[src/logic/tmr_pkg.sv]
// Constants, register map and carriers for the 8-bit compare/PWM timer.
// Assumes an APB slave with 32-bit data, one aligned word per register.
package tmr_pkg;
    // Register byte addresses
    localparam logic [11:0] TMR_CTRL_ADDR   = 12'h000;
    localparam logic [11:0] TMR_COUNT_ADDR  = 12'h004;
    localparam logic [11:0] TMR_CMP_ADDR    = 12'h008;
    localparam logic [11:0] TMR_STATUS_ADDR = 12'h00c;
    localparam logic [11:0] TMR_CFG_ADDR    = 12'h010;
    // Control register fields
    localparam int TMR_FORCE_BIT = 7;
    localparam int TMR_WGM0_BIT  = 6;
    localparam int TMR_COM_HI    = 5;
    localparam int TMR_COM_LO    = 4;
    localparam int TMR_WGM1_BIT  = 3;
    localparam int TMR_CS_HI     = 2;
    // Status and config bits
    localparam int TMR_OVF_BIT   = 0;
    localparam int TMR_CMPF_BIT  = 1;
    localparam int TMR_ASYNC_BIT = 0;
    localparam int TMR_DDR_BIT   = 1;
    localparam logic [7:0] TMR_CTRL_RST = 8'h00;
    localparam logic [7:0] TMR_BOTTOM   = 8'h00;
    localparam logic [7:0] TMR_MAX      = 8'hff;
    localparam int TMR_PRE_W = 10;

    typedef enum logic [1:0] {
        TMR_NORMAL, TMR_PHASE_PWM, TMR_CLEAR_ON_MATCH, TMR_FAST_PWM
    } tmr_mode_t;

    // Compare output actions
    typedef enum logic [1:0] {
        TMR_ACT_NONE, TMR_ACT_TOGGLE, TMR_ACT_CLEAR, TMR_ACT_SET
    } tmr_act_t;

    typedef struct packed {
        logic       forceCmp;
        tmr_mode_t  mode;
        logic [1:0] compareOutputSel;
        logic [2:0] tickSourceSel;
    } tmr_ctrl_t;
endpackage

[src/logic/tmr_prescaler.sv]
// Prescaler: free-running divider producing the selected timer tick.
// Assumes a single clock; the tick is a one-cycle enable pulse.
`timescale 1ns/10ps
module tmr_prescaler
    import tmr_pkg::*;
(
    input  wire logic       clk,
    input  wire logic       rst_n,
    input  wire logic [2:0] tickSourceSel,
    output logic            tick
);
    logic [TMR_PRE_W-1:0] preCount;

    // Free-running count; taps give power-of-two divides
    always_ff @(posedge clk or negedge rst_n) begin
        if (!rst_n) begin
            preCount <= '0;
        end else begin
            preCount <= preCount + 1'b1;
        end
    end

    // Tap select: all lower bits ones means divide boundary
    always_comb begin
        case (tickSourceSel)
            3'h0: tick = 1'b0;
            3'h1: tick = 1'b1;
            3'h2: tick = &preCount[2:0];
            3'h3: tick = &preCount[4:0];
            3'h4: tick = &preCount[5:0];
            3'h5: tick = &preCount[6:0];
            3'h6: tick = &preCount[7:0];
            default: tick = &preCount[9:0];
        endcase
    end
endmodule

[src/logic/tmr_timer.sv]
// 8-bit timer/counter with one compare channel and PWM output, APB slave.
// Assumes pclk is the I/O clock; the asynchronous oscillator is external.
//
// Local design decisions: the register offsets and the APB slave port.
`timescale 1ns/10ps
module tmr_timer
    import tmr_pkg::*;
(
    input  wire logic        clk,
    input  wire logic        rst_n,
    input  wire logic        psel,
    input  wire logic        penable,
    input  wire logic        pwrite,
    input  wire logic [11:0] paddr,
    input  wire logic [31:0] pwdata,
    input  wire logic [3:0]  pstrb,
    output logic      [31:0] prdata,
    output logic             pready,
    output logic             pslverr,
    input  wire logic        portOut,
    output logic             comparePinOut,
    output logic             comparePinOe,
    output logic             asyncSelect
);
    tmr_ctrl_t   ctrl;
    logic [7:0]  counterValue;
    logic [7:0]  compareValue;
    logic [7:0]  compareBuffer;
    logic        countDown;
    logic        blockMatch;
    logic        compareOut;
    logic        overflowFlag;
    logic        compareMatchFlag;
    logic        portDir;
    logic        tick;
    logic        wrStrobe;
    logic        rdStrobe;
    logic        forceNow;
    logic        isPwm;
    logic        match;
    logic        matchEff;
    logic [7:0]  topValue;
    logic        atTop;
    logic        ovfEvent;
    logic        cmpEvent;
    logic        clearOnMatch;
    logic [7:0]  next_counter;
    logic        next_countDown;
    logic        next_out;

    // Address decode for one register
    function automatic logic hit(input logic [11:0] a, input logic [11:0] r);
        hit = (a == r);
    endfunction

    // Zero-wait APB: every access completes in its access phase
    assign pready   = 1'b1;
    assign wrStrobe = psel && penable && pwrite && pstrb[0];
    assign rdStrobe = psel && penable && !pwrite;
    assign pslverr  = psel && penable && !(hit(paddr, TMR_CTRL_ADDR)
                      || hit(paddr, TMR_COUNT_ADDR) || hit(paddr, TMR_CMP_ADDR)
                      || hit(paddr, TMR_STATUS_ADDR) || hit(paddr, TMR_CFG_ADDR));

    assign isPwm    = (ctrl.mode == TMR_PHASE_PWM) || (ctrl.mode == TMR_FAST_PWM);
    // Force only honoured outside PWM; software must write zero there
    // Modes 1 and 3 both carry the low mode bit, so a write entering PWM drops it too
    assign forceNow = wrStrobe && hit(paddr, TMR_CTRL_ADDR)
                      && pwdata[TMR_FORCE_BIT] && !isPwm
                      && !pwdata[TMR_WGM0_BIT];
    assign topValue = (ctrl.mode == TMR_CLEAR_ON_MATCH) ? compareValue : TMR_MAX;
    assign atTop    = (counterValue == topValue);
    assign match    = (counterValue == compareValue);
    // In PWM a compare equal to TOP gives no match; TOP action does it
    assign matchEff = match && !blockMatch
                      && !(isPwm && compareValue == TMR_MAX && ctrl.compareOutputSel[1]);
    assign clearOnMatch = (ctrl.mode == TMR_CLEAR_ON_MATCH) && match && !blockMatch;
    assign ovfEvent = tick && ((ctrl.mode == TMR_PHASE_PWM)
                      ? (counterValue == TMR_BOTTOM && countDown)
                      : (counterValue == TMR_MAX));
    assign cmpEvent = tick && match && !blockMatch;

    // Control register; force bit is a strobe and never stored
    always_ff @(posedge clk or negedge rst_n) begin
        if (!rst_n) begin
            ctrl <= tmr_ctrl_t'(TMR_CTRL_RST);
        end else if (wrStrobe && hit(paddr, TMR_CTRL_ADDR)) begin
            ctrl.forceCmp         <= 1'b0;
            ctrl.mode             <= tmr_mode_t'({pwdata[TMR_WGM1_BIT], pwdata[TMR_WGM0_BIT]});
            ctrl.compareOutputSel <= pwdata[TMR_COM_HI:TMR_COM_LO];
            ctrl.tickSourceSel    <= pwdata[TMR_CS_HI:0];
        end
    end

    // Config: async source select and pin direction
    always_ff @(posedge clk or negedge rst_n) begin
        if (!rst_n) begin
            asyncSelect <= 1'b0;
            portDir     <= 1'b0;
        end else if (wrStrobe && hit(paddr, TMR_CFG_ADDR)) begin
            asyncSelect <= pwdata[TMR_ASYNC_BIT];
            portDir     <= pwdata[TMR_DDR_BIT];
        end
    end

    tmr_prescaler u_pre (
        .clk           (clk),
        .rst_n         (rst_n),
        .tickSourceSel (ctrl.tickSourceSel),
        .tick          (tick)
    );

    // Next count per waveform mode
    always_comb begin
        next_counter   = counterValue;
        next_countDown = countDown;
        case (ctrl.mode)
            TMR_PHASE_PWM: begin
                // MAX held one tick while direction turns
                if (!countDown && counterValue == TMR_MAX) begin
                    next_countDown = 1'b1;
                end else if (countDown && counterValue == TMR_BOTTOM) begin
                    next_countDown = 1'b0;
                    next_counter   = counterValue + 8'h01;
                end else if (countDown) begin
                    next_counter = counterValue - 8'h01;
                end else begin
                    next_counter = counterValue + 8'h01;
                end
            end
            TMR_CLEAR_ON_MATCH: begin
                next_countDown = 1'b0;
                next_counter   = clearOnMatch ? TMR_BOTTOM : counterValue + 8'h01;
            end
            default: begin
                // Wraps MAX to BOTTOM on the following tick
                next_countDown = 1'b0;
                next_counter   = counterValue + 8'h01;
            end
        endcase
    end

    // Counter runs on clk, advancing only on tick
    always_ff @(posedge clk or negedge rst_n) begin
        if (!rst_n) begin
            counterValue <= TMR_BOTTOM;
            countDown    <= 1'b0;
        end else if (wrStrobe && hit(paddr, TMR_COUNT_ADDR)) begin
            counterValue <= pwdata[7:0];
        end else if (tick) begin
            counterValue <= next_counter;
            countDown    <= next_countDown;
        end
    end

    // Write to counter blocks the match on the next tick
    always_ff @(posedge clk or negedge rst_n) begin
        if (!rst_n) begin
            blockMatch <= 1'b0;
        end else if (wrStrobe && hit(paddr, TMR_COUNT_ADDR)) begin
            blockMatch <= 1'b1;
        end else if (tick) begin
            blockMatch <= 1'b0;
        end
    end

    // Compare buffer: immediate outside PWM, loaded at TOP in PWM
    always_ff @(posedge clk or negedge rst_n) begin
        if (!rst_n) begin
            compareBuffer <= TMR_BOTTOM;
        end else if (wrStrobe && hit(paddr, TMR_CMP_ADDR)) begin
            compareBuffer <= pwdata[7:0];
        end
    end

    always_ff @(posedge clk or negedge rst_n) begin
        if (!rst_n) begin
            compareValue <= TMR_BOTTOM;
        end else if (!isPwm) begin
            compareValue <= compareBuffer;
        end else if (tick && counterValue == TMR_MAX && !countDown) begin
            compareValue <= compareBuffer;
        end
    end

    // Apply one compare-output action
    function automatic logic applyAct(input logic cur, input tmr_act_t a);
        case (a)
            TMR_ACT_TOGGLE: applyAct = !cur;
            TMR_ACT_CLEAR:  applyAct = 1'b0;
            TMR_ACT_SET:    applyAct = 1'b1;
            default:        applyAct = cur;
        endcase
    endfunction

    // Waveform output next value by mode and output select
    always_comb begin
        next_out = compareOut;
        case (ctrl.mode)
            TMR_FAST_PWM: begin
                if (ctrl.compareOutputSel[1] && tick) begin
                    if (atTop) begin
                        next_out = !ctrl.compareOutputSel[0];
                    end else if (matchEff) begin
                        next_out = ctrl.compareOutputSel[0];
                    end
                end
            end
            TMR_PHASE_PWM: begin
                if (ctrl.compareOutputSel[1] && tick) begin
                    // Compare at MAX: hold the down-count level so the output stays flat
                    if (counterValue == TMR_MAX && compareValue == TMR_MAX) begin
                        next_out = !ctrl.compareOutputSel[0];
                    end else if (matchEff) begin
                        next_out = countDown ? !ctrl.compareOutputSel[0]
                                             : ctrl.compareOutputSel[0];
                    end
                end
            end
            default: begin
                if (forceNow) begin
                    next_out = applyAct(compareOut, tmr_act_t'(pwdata[TMR_COM_HI:TMR_COM_LO]));
                end else if (tick && matchEff) begin
                    next_out = applyAct(compareOut, tmr_act_t'(ctrl.compareOutputSel));
                end
            end
        endcase
    end

    always_ff @(posedge clk or negedge rst_n) begin
        if (!rst_n) begin
            compareOut <= 1'b0;
        end else begin
            compareOut <= next_out;
        end
    end

    // Pin mux: compare output overrides port when select nonzero
    always_ff @(posedge clk or negedge rst_n) begin
        if (!rst_n) begin
            comparePinOut <= 1'b0;
            comparePinOe  <= 1'b0;
        end else begin
            comparePinOut <= (|ctrl.compareOutputSel) ? next_out : portOut;
            comparePinOe  <= portDir;
        end
    end

    // Sticky flags; write one clears, a new event wins over the clear
    always_ff @(posedge clk or negedge rst_n) begin
        if (!rst_n) begin
            overflowFlag     <= 1'b0;
            compareMatchFlag <= 1'b0;
        end else begin
            if (ovfEvent) begin
                overflowFlag <= 1'b1;
            end else if (wrStrobe && hit(paddr, TMR_STATUS_ADDR) && pwdata[TMR_OVF_BIT]) begin
                overflowFlag <= 1'b0;
            end
            // Forced compares never reach this path
            if (cmpEvent) begin
                compareMatchFlag <= 1'b1;
            end else if (wrStrobe && hit(paddr, TMR_STATUS_ADDR) && pwdata[TMR_CMPF_BIT]) begin
                compareMatchFlag <= 1'b0;
            end
        end
    end

    // Read mux, combinational so data stands in the access cycle
    always_comb begin
        prdata = 32'h0000_0000;
        if (rdStrobe) begin
            if (hit(paddr, TMR_CTRL_ADDR)) begin
                prdata[7:0] = {1'b0, ctrl.mode[0], ctrl.compareOutputSel,
                               ctrl.mode[1], ctrl.tickSourceSel};
            end else if (hit(paddr, TMR_COUNT_ADDR)) begin
                prdata[7:0] = counterValue;
            end else if (hit(paddr, TMR_CMP_ADDR)) begin
                prdata[7:0] = compareBuffer;
            end else if (hit(paddr, TMR_STATUS_ADDR)) begin
                prdata[1:0] = {compareMatchFlag, overflowFlag};
            end else if (hit(paddr, TMR_CFG_ADDR)) begin
                prdata[1:0] = {portDir, asyncSelect};
            end
        end
    end

    // Checks
    flag_after_tick_a: assert property (@(posedge clk) disable iff (!rst_n)
        cmpEvent |=> compareMatchFlag) else $error("match flag not set");
    force_no_flag_a: assert property (@(posedge clk) disable iff (!rst_n)
        (forceNow && !cmpEvent && !compareMatchFlag) |=> !compareMatchFlag)
        else $error("force set flag");
    force_pwm_ignored_a: assert property (@(posedge clk) disable iff (!rst_n)
        (wrStrobe && hit(paddr, TMR_CTRL_ADDR) && pwdata[TMR_FORCE_BIT]
        && (isPwm || pwdata[TMR_WGM0_BIT]) && !tick) |=> $stable(compareOut))
        else $error("force in pwm");
    ctrl_force_zero_a: assert property (@(posedge clk) disable iff (!rst_n)
        rdStrobe && hit(paddr, TMR_CTRL_ADDR) |-> !prdata[TMR_FORCE_BIT])
        else $error("force reads one");
    ctc_clear_a: assert property (@(posedge clk) disable iff (!rst_n)
        (tick && clearOnMatch && !wrStrobe) |=> counterValue == TMR_BOTTOM)
        else $error("ctc not cleared");
    stop_holds_a: assert property (@(posedge clk) disable iff (!rst_n)
        (ctrl.tickSourceSel == 3'h0 && !wrStrobe) |=> $stable(counterValue))
        else $error("stopped counter moved");
    fast_wrap_a: assert property (@(posedge clk) disable iff (!rst_n)
        (ctrl.mode == TMR_FAST_PWM && tick && counterValue == TMR_MAX && !wrStrobe)
        |=> counterValue == TMR_BOTTOM) else $error("fast pwm no wrap");
    block_match_a: assert property (@(posedge clk) disable iff (!rst_n)
        (wrStrobe && hit(paddr, TMR_COUNT_ADDR)) |=> !cmpEvent)
        else $error("match not blocked");
    cover_ovf_c: cover property (@(posedge clk) ovfEvent);
    cover_force_c: cover property (@(posedge clk) forceNow);
    cover_phase_c: cover property (@(posedge clk) ctrl.mode == TMR_PHASE_PWM && countDown);
    cover_ctc_c: cover property (@(posedge clk) tick && clearOnMatch);
    cover_fast_c: cover property (@(posedge clk) ctrl.mode == TMR_FAST_PWM && tick && atTop);

    // Sequencing, buffering and pin checks
    phase_max_hold_a: assert property (@(posedge clk) disable iff (!rst_n)
        (ctrl.mode == TMR_PHASE_PWM && tick && counterValue == TMR_MAX && !countDown
        && !wrStrobe) |=> counterValue == TMR_MAX) else $error("max not held");
    phase_ovf_bottom_a: assert property (@(posedge clk) disable iff (!rst_n)
        (ctrl.mode == TMR_PHASE_PWM && counterValue == TMR_MAX) |-> !ovfEvent)
        else $error("phase overflow at max");
    ovf_at_max_a: assert property (@(posedge clk) disable iff (!rst_n)
        (ctrl.mode != TMR_PHASE_PWM && tick && counterValue == TMR_MAX) |=> overflowFlag)
        else $error("overflow flag missing");
    cmp_hold_pwm_a: assert property (@(posedge clk) disable iff (!rst_n)
        (isPwm && !(tick && counterValue == TMR_MAX && !countDown)) |=> $stable(compareValue))
        else $error("compare updated off top");
    fast_set_top_a: assert property (@(posedge clk) disable iff (!rst_n)
        (ctrl.mode == TMR_FAST_PWM && ctrl.compareOutputSel == 2'b10 && tick && atTop)
        |=> compareOut) else $error("fast pwm not set at top");
    phase_top_a: assert property (@(posedge clk) disable iff (!rst_n)
        (ctrl.mode == TMR_PHASE_PWM && ctrl.compareOutputSel[1] && tick
        && counterValue == TMR_MAX && compareValue == TMR_MAX)
        |=> compareOut != $past(ctrl.compareOutputSel[0])) else $error("top action wrong");
    pin_oe_dir_a: assert property (@(posedge clk) disable iff (!rst_n)
        portDir |=> comparePinOe) else $error("pin driver off");
    pin_port_mux_a: assert property (@(posedge clk) disable iff (!rst_n)
        (ctrl.compareOutputSel == 2'b00) |=> comparePinOut == $past(portOut))
        else $error("port data not passed");
endmodule

[config.mk]
export PLATFORM = sky130hd
export DESIGN_NAME = tmr_timer
export DESIGN_NICKNAME = d
export VERILOG_FILES = /design/src/logic/tmr_pkg.sv /design/src/logic/tmr_prescaler.sv /design/src/logic/tmr_timer.sv
export SDC_FILE = /design/constraint.sdc
export NUM_CORES = 1
export LEC_CHECK = 0
export BUFFER_PORTS_ARGS = -buffer_cell sky130_fd_sc_hd__buf_2
export CAP_MARGIN = 10
export CORE_ASPECT_RATIO = 1.75
export CORE_MARGIN = 2
export CORE_UTILIZATION = 40
export CTS_BUF_LIST = sky130_fd_sc_hd__clkbuf_8
export CTS_CLUSTER_SIZE = 28
export DETAILED_ROUTE_END_ITERATION = 12
export HOLD_SLACK_MARGIN = 0.15
export MAX_ROUTING_LAYER = met4
export PLACE_DENSITY_LB_ADDON = 0.15
export REMOVE_ABC_BUFFERS = 1
export SLEW_MARGIN = 10
export SYNTH_ARGS = -nofsm -noshare
export SYNTH_HDL_FRONTEND = slang
export SYNTH_SLANG_ARGS = --single-unit
[constraint.sdc]
create_clock -name clk -period 3.35 [get_ports clk]
set_clock_uncertainty 0.2 [all_clocks]
set_input_delay 0 -clock clk [delete_from_list [all_inputs] [get_ports clk]]
set_output_delay 0 -clock clk [all_outputs]
set_load 0.02 [all_outputs]
Yosys cells after proc, flatten, opt, wreduce, memory -nomap -nowiden. Index checks and enable logic that the tools add are counted.

Register bits: 50. Output and inout port bits: 37. Word-level logic and storage cells: 147.

$add $sub $neg: 3. Equal/unequal tests: 26. Muxes and demuxes: 41. Bitwise gates (word level): 1. Reduce and logical (&&, ||, !) cells: 60.

Operators by type and width (count): $mux W8 (12); $logic_and A1 B1 Y1 (31); $eq A12 B4 Y1 const B (2); $mux W1 (20); $eq A8 B8 Y1 (2); $eq A8 B8 Y1 const B (2); $pmux W8 S2 (1); $eq A12 B3 Y1 const B (1); $eq A12 B5 Y1 const B (1); $eq A2 B2 Y1 const B (6); $logic_not A12 Y1 (1); $add A10 B1 Y10 const B (1); $reduce_and A10 Y1 (1); $eq A3 B3 Y1 const B (3); $logic_not A1 Y1 (9); $add A8 B1 Y8 const B (1); $logic_not A8 Y1 (1); $reduce_and A8 Y1 (1); $sub A8 B1 Y8 const B (1); $pmux W1 S7 (1); $reduce_and A7 Y1 (1); $eq A2 B1 Y1 const B (3); $eq A3 B2 Y1 const B (2); $mux W2 (3); 16 further kinds (24).

Logic depth before layout (Yosys ltp). Gate-level depths: netlist of the first run.

Depth in word-level cells: 11. Gate-level depth with buffers: 11. Depth with buffers taken out: 10.

Hierarchy. From an unflattened synthesis of the first run, not the netlist that was laid out.

Cells, all modules: 383. Area total of the unflattened synthesis: 3432.0 sq um.

Modules (own cells, without submodules): tmr_timer (times used 1, cells an instance 340, area each 2942.8 sq um, seq. area each 1001.0 sq um); tmr_prescaler (times used 1, cells an instance 43, area each 489.2 sq um, seq. area each 250.2 sq um).

Worst setup path before layout of the first run. No wires, ideal clock.

Kind: reg2reg. From: register u_pre.preCount[0]. To: register compareValue[0]. Setup time: 0.125 ns. Arrival time: 2.171 ns. Required time: 3.025 ns. Path slack: 0.854 ns. Cell stages (with the launch flop): 10. Period minus slack after synthesis: 2.496 ns. Cell sequence: dfrtp_1 ha_1 and3_1 ha_1 nand2b_1 a31oi_1 o221ai_1 buf_2 a21oi_2 mux2_2.

Word-level cells in the longest chain between the ends: 5. Elaborated cells between the ends (all ways): 10. Classes of those cells: 1 x eq/ne; 1 x mux; 8 x reduce/logical.

Ends and longest elaborated chain: start, declared (line tmr_prescaler.sv:12) `logic [TMR_PRE_W-1:0] preCount;`; start signal, assigned (line tmr_prescaler.sv:19) `preCount <= preCount + 1'b1;`; $reduce_and A10 Y1, or another cell as far along (line tmr_prescaler.sv:33) `default: tick = &preCount[9:0];`; $pmux W1 S7 (*) (line tmr_prescaler.sv:25) `case (tickSourceSel)`; $logic_and A1 B1 Y1 (*) (2 in a row) (line tmr_timer.sv:180) `end else if (tick && counterValue == TMR_MAX && !countDown) begin`; $ne A2 B1 Y1 (no source line) (*); end signal, assigned (line tmr_timer.sv:179) `compareValue <= compareBuffer;`; end signal, assigned (line tmr_timer.sv:181) `compareValue <= compareBuffer;`; end, declared (line tmr_timer.sv:27) `logic [7:0] compareValue;`.

Every way passes the cells marked *; elsewhere a longest branch is shown, timed or not. A chain may end at the register's enable or synchronous reset.

Worst setup path in the final report of the first run.
From: register counterValue[1]. To: register counterValue[5].

Word-level cells in the longest chain between the ends: 7. Elaborated cells between the ends (all ways): 18. Classes of those cells: 2 x add/sub; 3 x eq/ne; 7 x mux; 6 x reduce/logical.

Ends and longest elaborated chain: start, declared (line tmr_timer.sv:26) `logic [7:0] counterValue;`; start signal, assigned (line tmr_timer.sv:148) `counterValue <= pwdata[7:0];`; start signal, assigned (line tmr_timer.sv:150) `counterValue <= next_counter;`; $add A8 B1 Y8, or another cell as far along; $mux W8, or another cell as far along (line tmr_timer.sv:124) `end else if (countDown) begin`; $mux W8 / $logic_and A1 B1 Y1 (equally long branches) (line tmr_timer.sv:121, tmr_timer.sv:76); $mux W8 (on tied branches) (line tmr_timer.sv:119, tmr_timer.sv:132); $pmux W8 S2 (line tmr_timer.sv:116) `case (ctrl.mode)`; $mux W8 (line tmr_timer.sv:149) `end else if (tick) begin`; $mux W8 (line tmr_timer.sv:147) `end else if (wrStrobe && hit(paddr, TMR_COUNT_ADDR)) begin`.

Several ways; a longest one is shown, not always the timed one. The select of a mux whose other input is x is not followed.

==> results of run 1 <==
power groups by stage:
stage	registers, mW	logic, mW	clock network [mW]
finish	0.610	0.115	0.361
global route	0.610	0.126	0.392
CTS	0.610	0.115	0.371
detailed placement	0.622	0.0976	0
global placement	0.622	0.0971	0
floorplan	0.621	0.0463	0
area by class of cell:
| cell class | instances | area [sq um] |
|---|---|---|
| well taps | 115 | 143.9 |
| inverters | 21 | 78.83 |
| multi-input cells | 289 | 1953 |
| clock buffers | 5 | 68.82 |
| fillers | 794 | 4285 |
| repair buffers | 73 | 513.0 |
| clock inverters | 3 | 17.52 |
| flip-flops and latches | 50 | 1252 |
path summary, 6_finish.rpt:
kind                                        startpoint                          end  depth (start not counted)
min                                              rst_n  counterValue[7]$_DFFE_PN0P_                          2
min in group clk                               penable          portDir$_DFFE_PN0P_                          5
max                        counterValue[1]$_DFFE_PN0P_  counterValue[5]$_DFFE_PN0P_                          8
max in group asynchronous                        rst_n  compareValue[6]$_DFFE_PN0P_                          3
max reg2reg                counterValue[1]$_DFFE_PN0P_  counterValue[5]$_DFFE_PN0P_                          8
min reg2reg                        portDir$_DFFE_PN0P_       comparePinOe$_DFF_PN0_                          0
logic make-up (layout without fill, tap and decap cells):
group,Yosys count,after routing,share of synthesized area (%)
AO/OA/AOI/OAI,71,71,14.99
adder cells (fa/ha/maj),9,9,3.284
flip-flops,50,50,36.48
XOR/XNOR,13,13,3.320
buffers and inverters,60,102,9.631
other,2,25,0.2190
multiplexers,34,34,11.20
AND/OR/NAND/NOR,137,137,20.87
flip-flops by register name, summed over array words and instances, names as in the netlist:
name              flops
u_pre.preCount       10
compareBuffer         8
compareValue          8
counterValue          8
ctrl                  7
asyncSelect           1
blockMatch            1
compareMatchFlag      1
compareOut            1
comparePinOe          1
comparePinOut         1
countDown             1
overflowFlag          1
portDir               1
routing by layer:
layer / GRT usage (%) / vias to the layer above
li1: - / 1433
met1: 23.48 / 1446
met2: 38.66 / 75
met3: 2.383 / 17
met4: 8.556 / 0
met5: - / -
cell usage after synthesis, types with 3 or more instances:
master | number | area, sq um
nand3_1 | 13 | 65.06
o221ai_1 | 3 | 26.28
o21ai_1 | 5 | 25.02
mux2i_1 | 8 | 80.08
o31ai_1 | 3 | 22.52
o21ai_0 | 8 | 40.04
a22oi_1 | 3 | 22.52
dfrtp_1 | 50 | 1251
nand2b_1 | 9 | 56.30
nor2_1 | 37 | 138.9
buf_2 | 6 | 30.03
nor2b_1 | 7 | 43.79
nand4_1 | 9 | 56.30
nor3_1 | 11 | 55.05
buf_4 | 26 | 195.2
a31oi_1 | 4 | 25.02
xnor2_1 | 12 | 105.1
and3_1 | 5 | 31.28
a21oi_1 | 17 | 85.08
mux2_2 | 25 | 281.5
inv_1 | 20 | 75.07
o22ai_1 | 3 | 18.77
ha_1 | 9 | 112.6
nor4_1 | 5 | 31.28
a22o_1 | 4 | 35.03
clkbuf_1 | 6 | 22.52
nand2_1 | 22 | 82.58
and2_1 | 3 | 18.77
critical path, stage by stage, from the launching register on:
cell and delay [ns]:
dfrtp_1 0.49, inv_1 0.19, o22ai_1 0.13, or3_1 0.48
o21ai_1 0.35, nand2_1 0.21, a221oi_1 0.39, o21ai_1 0.11
dlygate4sd3_1 0.56
layout by cell type (no fill, tap or decap), types with 5 or more instances in the layout:
cell	n
a21oi_1	17
and3_1	5
buf_2	38
buf_4	11
clkbuf_8	5
conb_1	25
dfrtp_1	49
dlygate4sd3_1	24
ha_1	8
inv_1	21
mux2_2	25
mux2i_1	8
nand2_1	22
nand2b_1	9
nand3_1	13
nand4_1	9
nor2_1	36
nor2b_1	7
nor3_1	11
o21ai_0	8
o21ai_1	5
xnor2_1	12
stage by stage:
step | hold WS (ns) | instance area, sq um | power, mW | utilization (%) | setup WS (ns)
after floorplan | -0.4956 | 3264 | 0.6677 | - | 0.7674
after global placement | -0.04025 | 3681 | 0.7187 | 44.28 | 0.6324
after detailed placement | -0.03867 | 3681 | 0.7192 | 44.28 | 0.6308
after CTS | 0.1531 | 4008 | 1.096 | 48.21 | 0.09969
after global routing | 0.1841 | 4028 | 1.129 | 48.45 | 0.001469
final | 0.1117 | 4028 | 1.086 | 48.45 | 0.1171
what timing repair did:
action	4_1_cts	5_1_grt
endpoints found under the hold margin	67	0
endpoints found under the setup margin	0	3
hold buffers	24	0
gates resized for setup	0	7
setup buffers	0	0
==> metrics.txt, run 1 <==
outcome complete, no violations; hpwl dp 7303 um; Max-cap violations 0; vias in the first global route 2930; Logic pwr share 10.6%; gr ovfl total 0; FP Rows 44; number of flops mapped to enable cells by yosys 0; TritonCTS Buffers 5; RePlAce Congestion 0.9292; Max Slew Vio Count 0; drt pass-1 iters 4; Fin Setup TNS 0 ns; chip width 74.00 um; internal cell power 790.1 uW; GRT Resource Usage Total 21.57%; synthesized area per cell 9.121 sq um; pwr/cell area 269.6 nW/um^2; die height 126.5 um; r2r setup slk 0.12 ns; RSZ-0062 raised after global routing no; final WL 9497 um; met1 wire length 3686 um; minimum clock period 3.233 ns; Final Cycle Share 96.50%; H-Tree Depth 2; ys flop type dfrtp_1; endpoints failing setup 0; Leak Pwr 1.787 nW; Max FO, Critical Path 8; CTS Buffer Depth 2; Antenna Nets Post-Route 0; first-pass GRT wire length 14940 um; worst-margin pin slew 0.8568 ns; Vias 2971; Sw Share 27.24%; CTS tree yes; type of origin of the critical path register; Root Driver clkbuf_8; switching power 295.8 uW; routed len/inst 17.08 um; Nets 503; register share of total power 56.2%; share of power burned in the clock network 33.3%; DP Cell Count 524; Worst Hold Class in2async; area grow syn2layout 17.44%; drt drc 0; Crit Path Category reg2reg; ys async rst share 100.0%; clock latency on the worst-skew pair 0.32 ns; worst path required time 3.37 ns; highest routing layer actually used met4; initial antenna violation count 0; quantity of I/O buffers inserted on ports 38; Cell Count, Final, Fillers Out 556; Initial Utilization 41.26%; final hold vios 0; synth unique cells 61; Cells after Synth 376; detailed-routed wire length on met3 226 um; clk sinks 50; sequential share of the synthesized area 36.48%; Synth Warn # 0; placeable core area 8313 sq um; DR WL met2 5278 um; worst vdd rail ir drop 217.7 uV; Vias/cell 5.344; #FFs+latches synth 50; worst rel slew slack 42.88%; ANT cells 0; Worst setup EP type register; initial DRC count 118; Worst Path Arrival 3.25 ns; Clock transition at path regs 0.11 ns; share of layout cells above drive strength 1 22.22%; # IOs 91; Synth Cell Area 3430 sq um; Fmax achieved 0.3093 GHz; die area 9360 sq um; largest net degree at the start of global routing 38
No activity file was read; power rests on OpenSTA's default activity.
==> inputs of run 2 (changes only) <==
CORE_UTILIZATION = 50   (was 40)
==> metrics.txt, run 2 (synthesized netlist as in run 1, its figures left out) <==
CTS tree yes (unchanged); Vias 3038 (was 2971); worst flop-to-flop path endpoint comparePinOut$_DFF_PN0_ (was counterValue[5]$_DFFE_PN0P_); Fin Setup TNS 0 ns (unchanged); pwr/cell area 290.6 nW/um^2 (was 269.6 nW/um^2); worst flop-to-flop path startpoint counterValue[1]$_DFFE_PN0P_ (unchanged); chip width 66.61 um (was 74.00 um); vias in the first global route 3085 (was 2930); worst rel slew slack 36.77% (was 42.88%); RSZ-0062 raised after global routing no (unchanged); hpwl dp 6988 um (was 7303 um); most frequent cells in the layout dfrtp_1 (48), buf_2 (38), nor2_1 (35), dlygate4sd3_1 (26) (was dfrtp_1 (49), buf_2 (38), nor2_1 (36), mux2_2 (25), conb_1 (25)); largest net degree at the start of global routing 32 (was 38); outcome complete, no violations (unchanged); worst-margin pin slew 0.9454 ns (was 0.8568 ns); Leak Pwr 1.797 nW (was 1.787 nW); initial DRC count 139 (was 118); number of fill cells 612 (was 794); # IOs 91 (unchanged); initial antenna violation count 0 (unchanged); Nets 503 (unchanged); ANT cells 0 (unchanged); most flop-heavy register u_pre.preCount (unchanged); placeable core area 6756 sq um (was 8313 sq um); worst hold start penable; gr ovfl total 0 (unchanged); H-Tree Depth 2 (unchanged); die area 7564 sq um (was 9360 sq um); Tot Pwr 1.171 mW (was 1.086 mW); Max Slew Vio Count 0 (unchanged); r2r setup slk 0.15 ns (was 0.12 ns); share of layout cells above drive strength 1 22.90% (was 22.22%); clk sinks 50 (unchanged); Worst setup EP type register (unchanged); quantity of I/O buffers inserted on ports 38 (unchanged); Worst Reg2Reg Path Length in Cells 8 (unchanged); Antenna Nets Post-Route 0 (unchanged); Vias/cell 5.787 (was 5.344); RePlAce Congestion 0.9251 (was 0.9292); FP Rows 40 (was 44); hold depth 5; endpoints failing setup 0 (unchanged); worst path required time 3.36 ns (was 3.37 ns); commonest non-fill, non-tap cell in the layout dfrtp_1 (unchanged); TritonCTS Buffers 5 (unchanged); Max FO, Critical Path 8 (unchanged); Worst Path Arrival 3.21 ns (was 3.25 ns); drt pass-1 iters 4 (unchanged); die height 113.6 um (was 126.5 um); area grow syn2layout 17.55% (was 17.44%); drt drc 0 (unchanged); final WL 9346 um (was 9497 um); Worst Hold Class in2reg (was in2async); clock latency on the worst-skew pair 0.32 ns (about the same); Finished Core Util 59.67% (was 48.45%); Clock transition at path regs 0.10 ns (was 0.11 ns); Crit Path Category reg2reg (unchanged); Max-cap violations 0 (unchanged); Root Driver clkbuf_8 (unchanged); Initial Utilization 50.76% (was 41.26%); Hold Path Sink portDir$_DFFE_PN0P_; Fmax achieved 0.3126 GHz (was 0.3093 GHz); final hold vios 0 (unchanged); type of origin of the critical path register (unchanged); worst vdd rail ir drop 312.3 uV (was 217.7 uV); CTS Buffer Depth 2 (unchanged); Final Cycle Share 95.49% (was 96.50%); CP Launch Point counterValue[1]$_DFFE_PN0P_ (unchanged); first-pass GRT wire length 14950 um (was 14940 um); Largest register FFs 10 (unchanged); minimum clock period 3.199 ns (was 3.233 ns); GRT Resource Usage Total 27.01% (was 21.57%); routed len/inst 17.80 um (was 17.08 um)
-- run 2: area by class of cell --
type / count / area, sq um / share of cell area [%]
multi-input combinational: 289 / 1963 / 48.70
sequential: 50 / 1254 / 31.10
timing repair buffer: 73 / 518.0 / 12.85
tap: 84 / 105.1 / 2.607
inverter: 21 / 78.83 / 1.955
clock buffer: 5 / 68.82 / 1.707
clock inverter: 3 / 43.79 / 1.086
-- run 2: worst max-delay path by stage --
stage / end / cells after the start / slack, ns
2_1_floorplan: compareValue[0]$_DFFE_PN0P_ / 8 / 0.77
3_3_place_gp: counterValue[1]$_DFFE_PN0P_ / 9 / 0.66
3_5_place_dp: counterValue[2]$_DFFE_PN0P_ / 8 / 0.62
4_1_cts: comparePinOut$_DFF_PN0_ / 13 / 0.08
5_1_grt: counterValue[5]$_DFFE_PN0P_ / 8 / 0.01
6_report: comparePinOut$_DFF_PN0_ / 8 / 0.15
-- run 2: where the power goes --
group          switching (mW)  total, mW  internal, mW  leakage, nW
sequential            0.00436      0.610         0.605        0.649
clock                   0.221      0.445         0.224       0.0585
combinational          0.0753      0.117        0.0412         1.09
total                   0.301       1.17         0.871         1.80
-- run 2: critical path, stage by stage, from the launching register on --
cell	delay (ns)
dfrtp_1	0.50
inv_1	0.20
o22ai_1	0.13
or3_1	0.48
or2_1	0.30
o41a_1	0.33
o2111ai_2	0.23
a31oi_1	0.12
dlygate4sd3_1	0.58
-- run 2: stage by stage --
| stage | hold WS, ns | std cells | instance area [sq um] | setup slack [ns] |
|---|---|---|---|---|
| after floorplan | -0.4956 | 360 | 3264 | 0.7674 |
| after global placement | -0.2174 | 490 | 3620 | 0.6615 |
| after detailed placement | -0.2075 | 490 | 3620 | 0.6243 |
| after CTS | 0.1633 | 524 | 3993 | 0.08348 |
| after global routing | 0.1661 | 525 | 4031 | 0.01007 |
| final | 0.1200 | 525 | 4031 | 0.1510 |
-- run 2: routing by layer --
metal / GRT usage (%) / vias to the layer above / wire [um]
met1: 27.37 / 1473 / 3429
li1: - / 1429 / -
met5: - / - / 0
met3: 3.846 / 31 / 350
met4: 13.47 / 0 / 414
met2: 48.93 / 105 / 5151
-- run 2: timing repair --
action                                 CTS  global route
setup endpoints to repair                0             4
setup buffers                            0             1
resized for setup                        0            11
endpoints found under the hold margin   81             0
hold buffers                            26             0
==> inputs of run 3 (changes only) <==
MAX_ROUTING_LAYER = default   (was met4)
==> metrics.txt, run 3 (synthesized netlist as in run 1, its figures left out) <==
clock latency on the worst-skew pair 0.31 ns (was 0.32 ns); WHS 0.1312 ns (was 0.1200 ns); Tot Pwr 1.126 mW (was 1.171 mW); die area 7564 sq um (unchanged); first-pass GRT wire length 14860 um (was 14950 um); cells along the critical path inv_1 -> ha_1 -> nor2_2 -> or4b_1 -> nand4b_2 -> or2_1 -> nor4b_1 -> o31ai_1 -> a31oi_1 -> dlygate4sd3_1 (was inv_1 -> o22ai_1 -> or3_1 -> or2_1 -> o41a_1 -> o2111ai_2 -> a31oi_1 -> dlygate4sd3_1); worst path required time 3.35 ns (was 3.36 ns); worst vdd rail ir drop 329.2 uV (was 312.3 uV); CTS tree yes (unchanged); Worst setup EP type register (unchanged); most frequent cells in the layout dfrtp_1 (49), buf_2 (38), nor2_1 (35) (was dfrtp_1 (48), buf_2 (38), nor2_1 (35), dlygate4sd3_1 (26)); minimum clock period 3.201 ns (was 3.199 ns); outcome complete, no violations (unchanged); ANT cells 0 (unchanged); Final Cycle Share 95.54% (was 95.49%); most flop-heavy register u_pre.preCount (unchanged); TritonCTS Buffers 5 (unchanged); drt drc 0 (unchanged); largest net degree at the start of global routing 27 (was 32); drt pass-1 iters 4 (unchanged); share of layout cells above drive strength 1 24.10% (was 22.90%); Leak Pwr 1.829 nW (was 1.797 nW); Clock transition at path regs 0.09 ns (was 0.10 ns); Max stage delay cell, worst path dlygate4sd3_1 (unchanged); # IOs 91 (unchanged); type of origin of the critical path register (unchanged); vias in the first global route 3062 (was 3085); placeable core area 6756 sq um (unchanged); Initial Utilization 50.76% (unchanged); r2r setup slk 0.15 ns (about the same); gr ovfl total 0 (unchanged); initial antenna violation count 0 (unchanged); die height 113.6 um (unchanged); Fin Setup TNS 0 ns (unchanged); hpwl dp 6807 um (was 6988 um); Crit Path Category reg2reg (unchanged); Largest register FFs 10 (unchanged); H-Tree Depth 2 (unchanged); RePlAce Congestion 0.9269 (was 0.9251); worst-margin pin slew 0.7735 ns (was 0.9454 ns); Max Slew Vio Count 0 (unchanged); Fmax achieved 0.3125 GHz (was 0.3126 GHz); Vias 2974 (was 3038); FP Rows 40 (unchanged); final hold vios 0 (unchanged); pwr/cell area 277.0 nW/um^2 (was 290.6 nW/um^2); Max-cap violations 0 (unchanged); chip width 66.61 um (unchanged); Root Driver clkbuf_8 (unchanged); endpoints failing setup 0 (unchanged); quantity of I/O buffers inserted on ports 38 (unchanged); worst rel slew slack 48.24% (was 36.77%); Antenna Nets Post-Route 0 (unchanged); final WL 9129 um (was 9346 um); CTS Buffer Depth 2 (unchanged); Worst Path Arrival 3.20 ns (was 3.21 ns); Max FO, Critical Path 10 (was 8); Top delay family on crit path simple AND/OR/NAND/NOR gates (was compound AO/OA/AOI/OAI gates); Worst Hold Class in2reg (unchanged); area grow syn2layout 18.57% (was 17.55%); clk sinks 50 (unchanged); initial DRC count 153 (was 139); Buf/Inv on CP 2 (unchanged); GRT Resource Usage Total 26.13% (was 27.01%); commonest non-fill, non-tap cell in the layout dfrtp_1 (unchanged); Vias/cell 5.633 (was 5.787); Finished Core Util 60.19% (was 59.67%); Nets 506 (was 503); routed len/inst 17.29 um (was 17.80 um); Crit path largest cell delay 0.58 ns (about the same)
## run 3: worst min-delay path: cells and delay by family
family | cells | cell delay (ns)
simple gates | 3 | 0.37
mux | 1 | 0.15
buf+inv | 1 | 0.09
## run 3: where the power goes
| part | internal (mW) | switching [mW] |
|---|---|---|
| logic | 0.0428 | 0.0758 |
| registers | 0.605 | 0.00435 |
| clock network | 0.190 | 0.209 |
## run 3: final timing paths
| path | startpoint | endpoint | cells after the start |
|---|---|---|---|
| hold reg to reg | portDir$_DFFE_PN0P_ | comparePinOe$_DFF_PN0_ | 0 |
| min in group asynchronous | rst_n | compareOut$_DFF_PN0_ | 4 |
| hold / removal | penable | portDir$_DFFE_PN0P_ | 5 |
| setup / recovery | ctrl[6]$_DFFE_PN0N_ | comparePinOut$_DFF_PN0_ | 10 |
| setup reg to reg | ctrl[6]$_DFFE_PN0N_ | comparePinOut$_DFF_PN0_ | 10 |
| max in group asynchronous | rst_n | overflowFlag$_DFFE_PN0P_ | 4 |
## run 3: per-layer routing
layer / part of all wire, % / track usage [%]
met1: 37 / 27.77
met2: 54 / 47.53
met3: 3.6 / 3.846
met4: 4.8 / 14.56
met5: 0 / 0
## run 3: repair_timing
item / 4_1_cts / 5_1_grt
hold buffers: 26 / 0
setup endpoints to repair: 0 / 4
gates resized for setup: 0 / 14
setup buffers: 0 / 5
hold endpoints to repair: 81 / 0
## run 3: cell type report
class | instances | area, sq um
clock buffer | 7 | 96.34
clock inverter | 1 | 8.758
fill | 619 | 2690
inverter | 21 | 78.83
multi-input combinational | 289 | 1974
sequential | 50 | 1252
tap | 84 | 105.1
timing repair buffer | 76 | 550.5
## run 3: stage by stage
| step | area, sq um | worst slack [ns] | cells |
|---|---|---|---|
| floorplan | 3264 | 0.7674 | 360 |
| global placement | 3612 | 0.6952 | 489 |
| finish | 4066 | 0.1495 | 528 |
| CTS | 3988 | 0.1182 | 523 |
| global route | 4066 | -0.01987 | 528 |
| detailed placement | 3612 | 0.6850 | 489 |
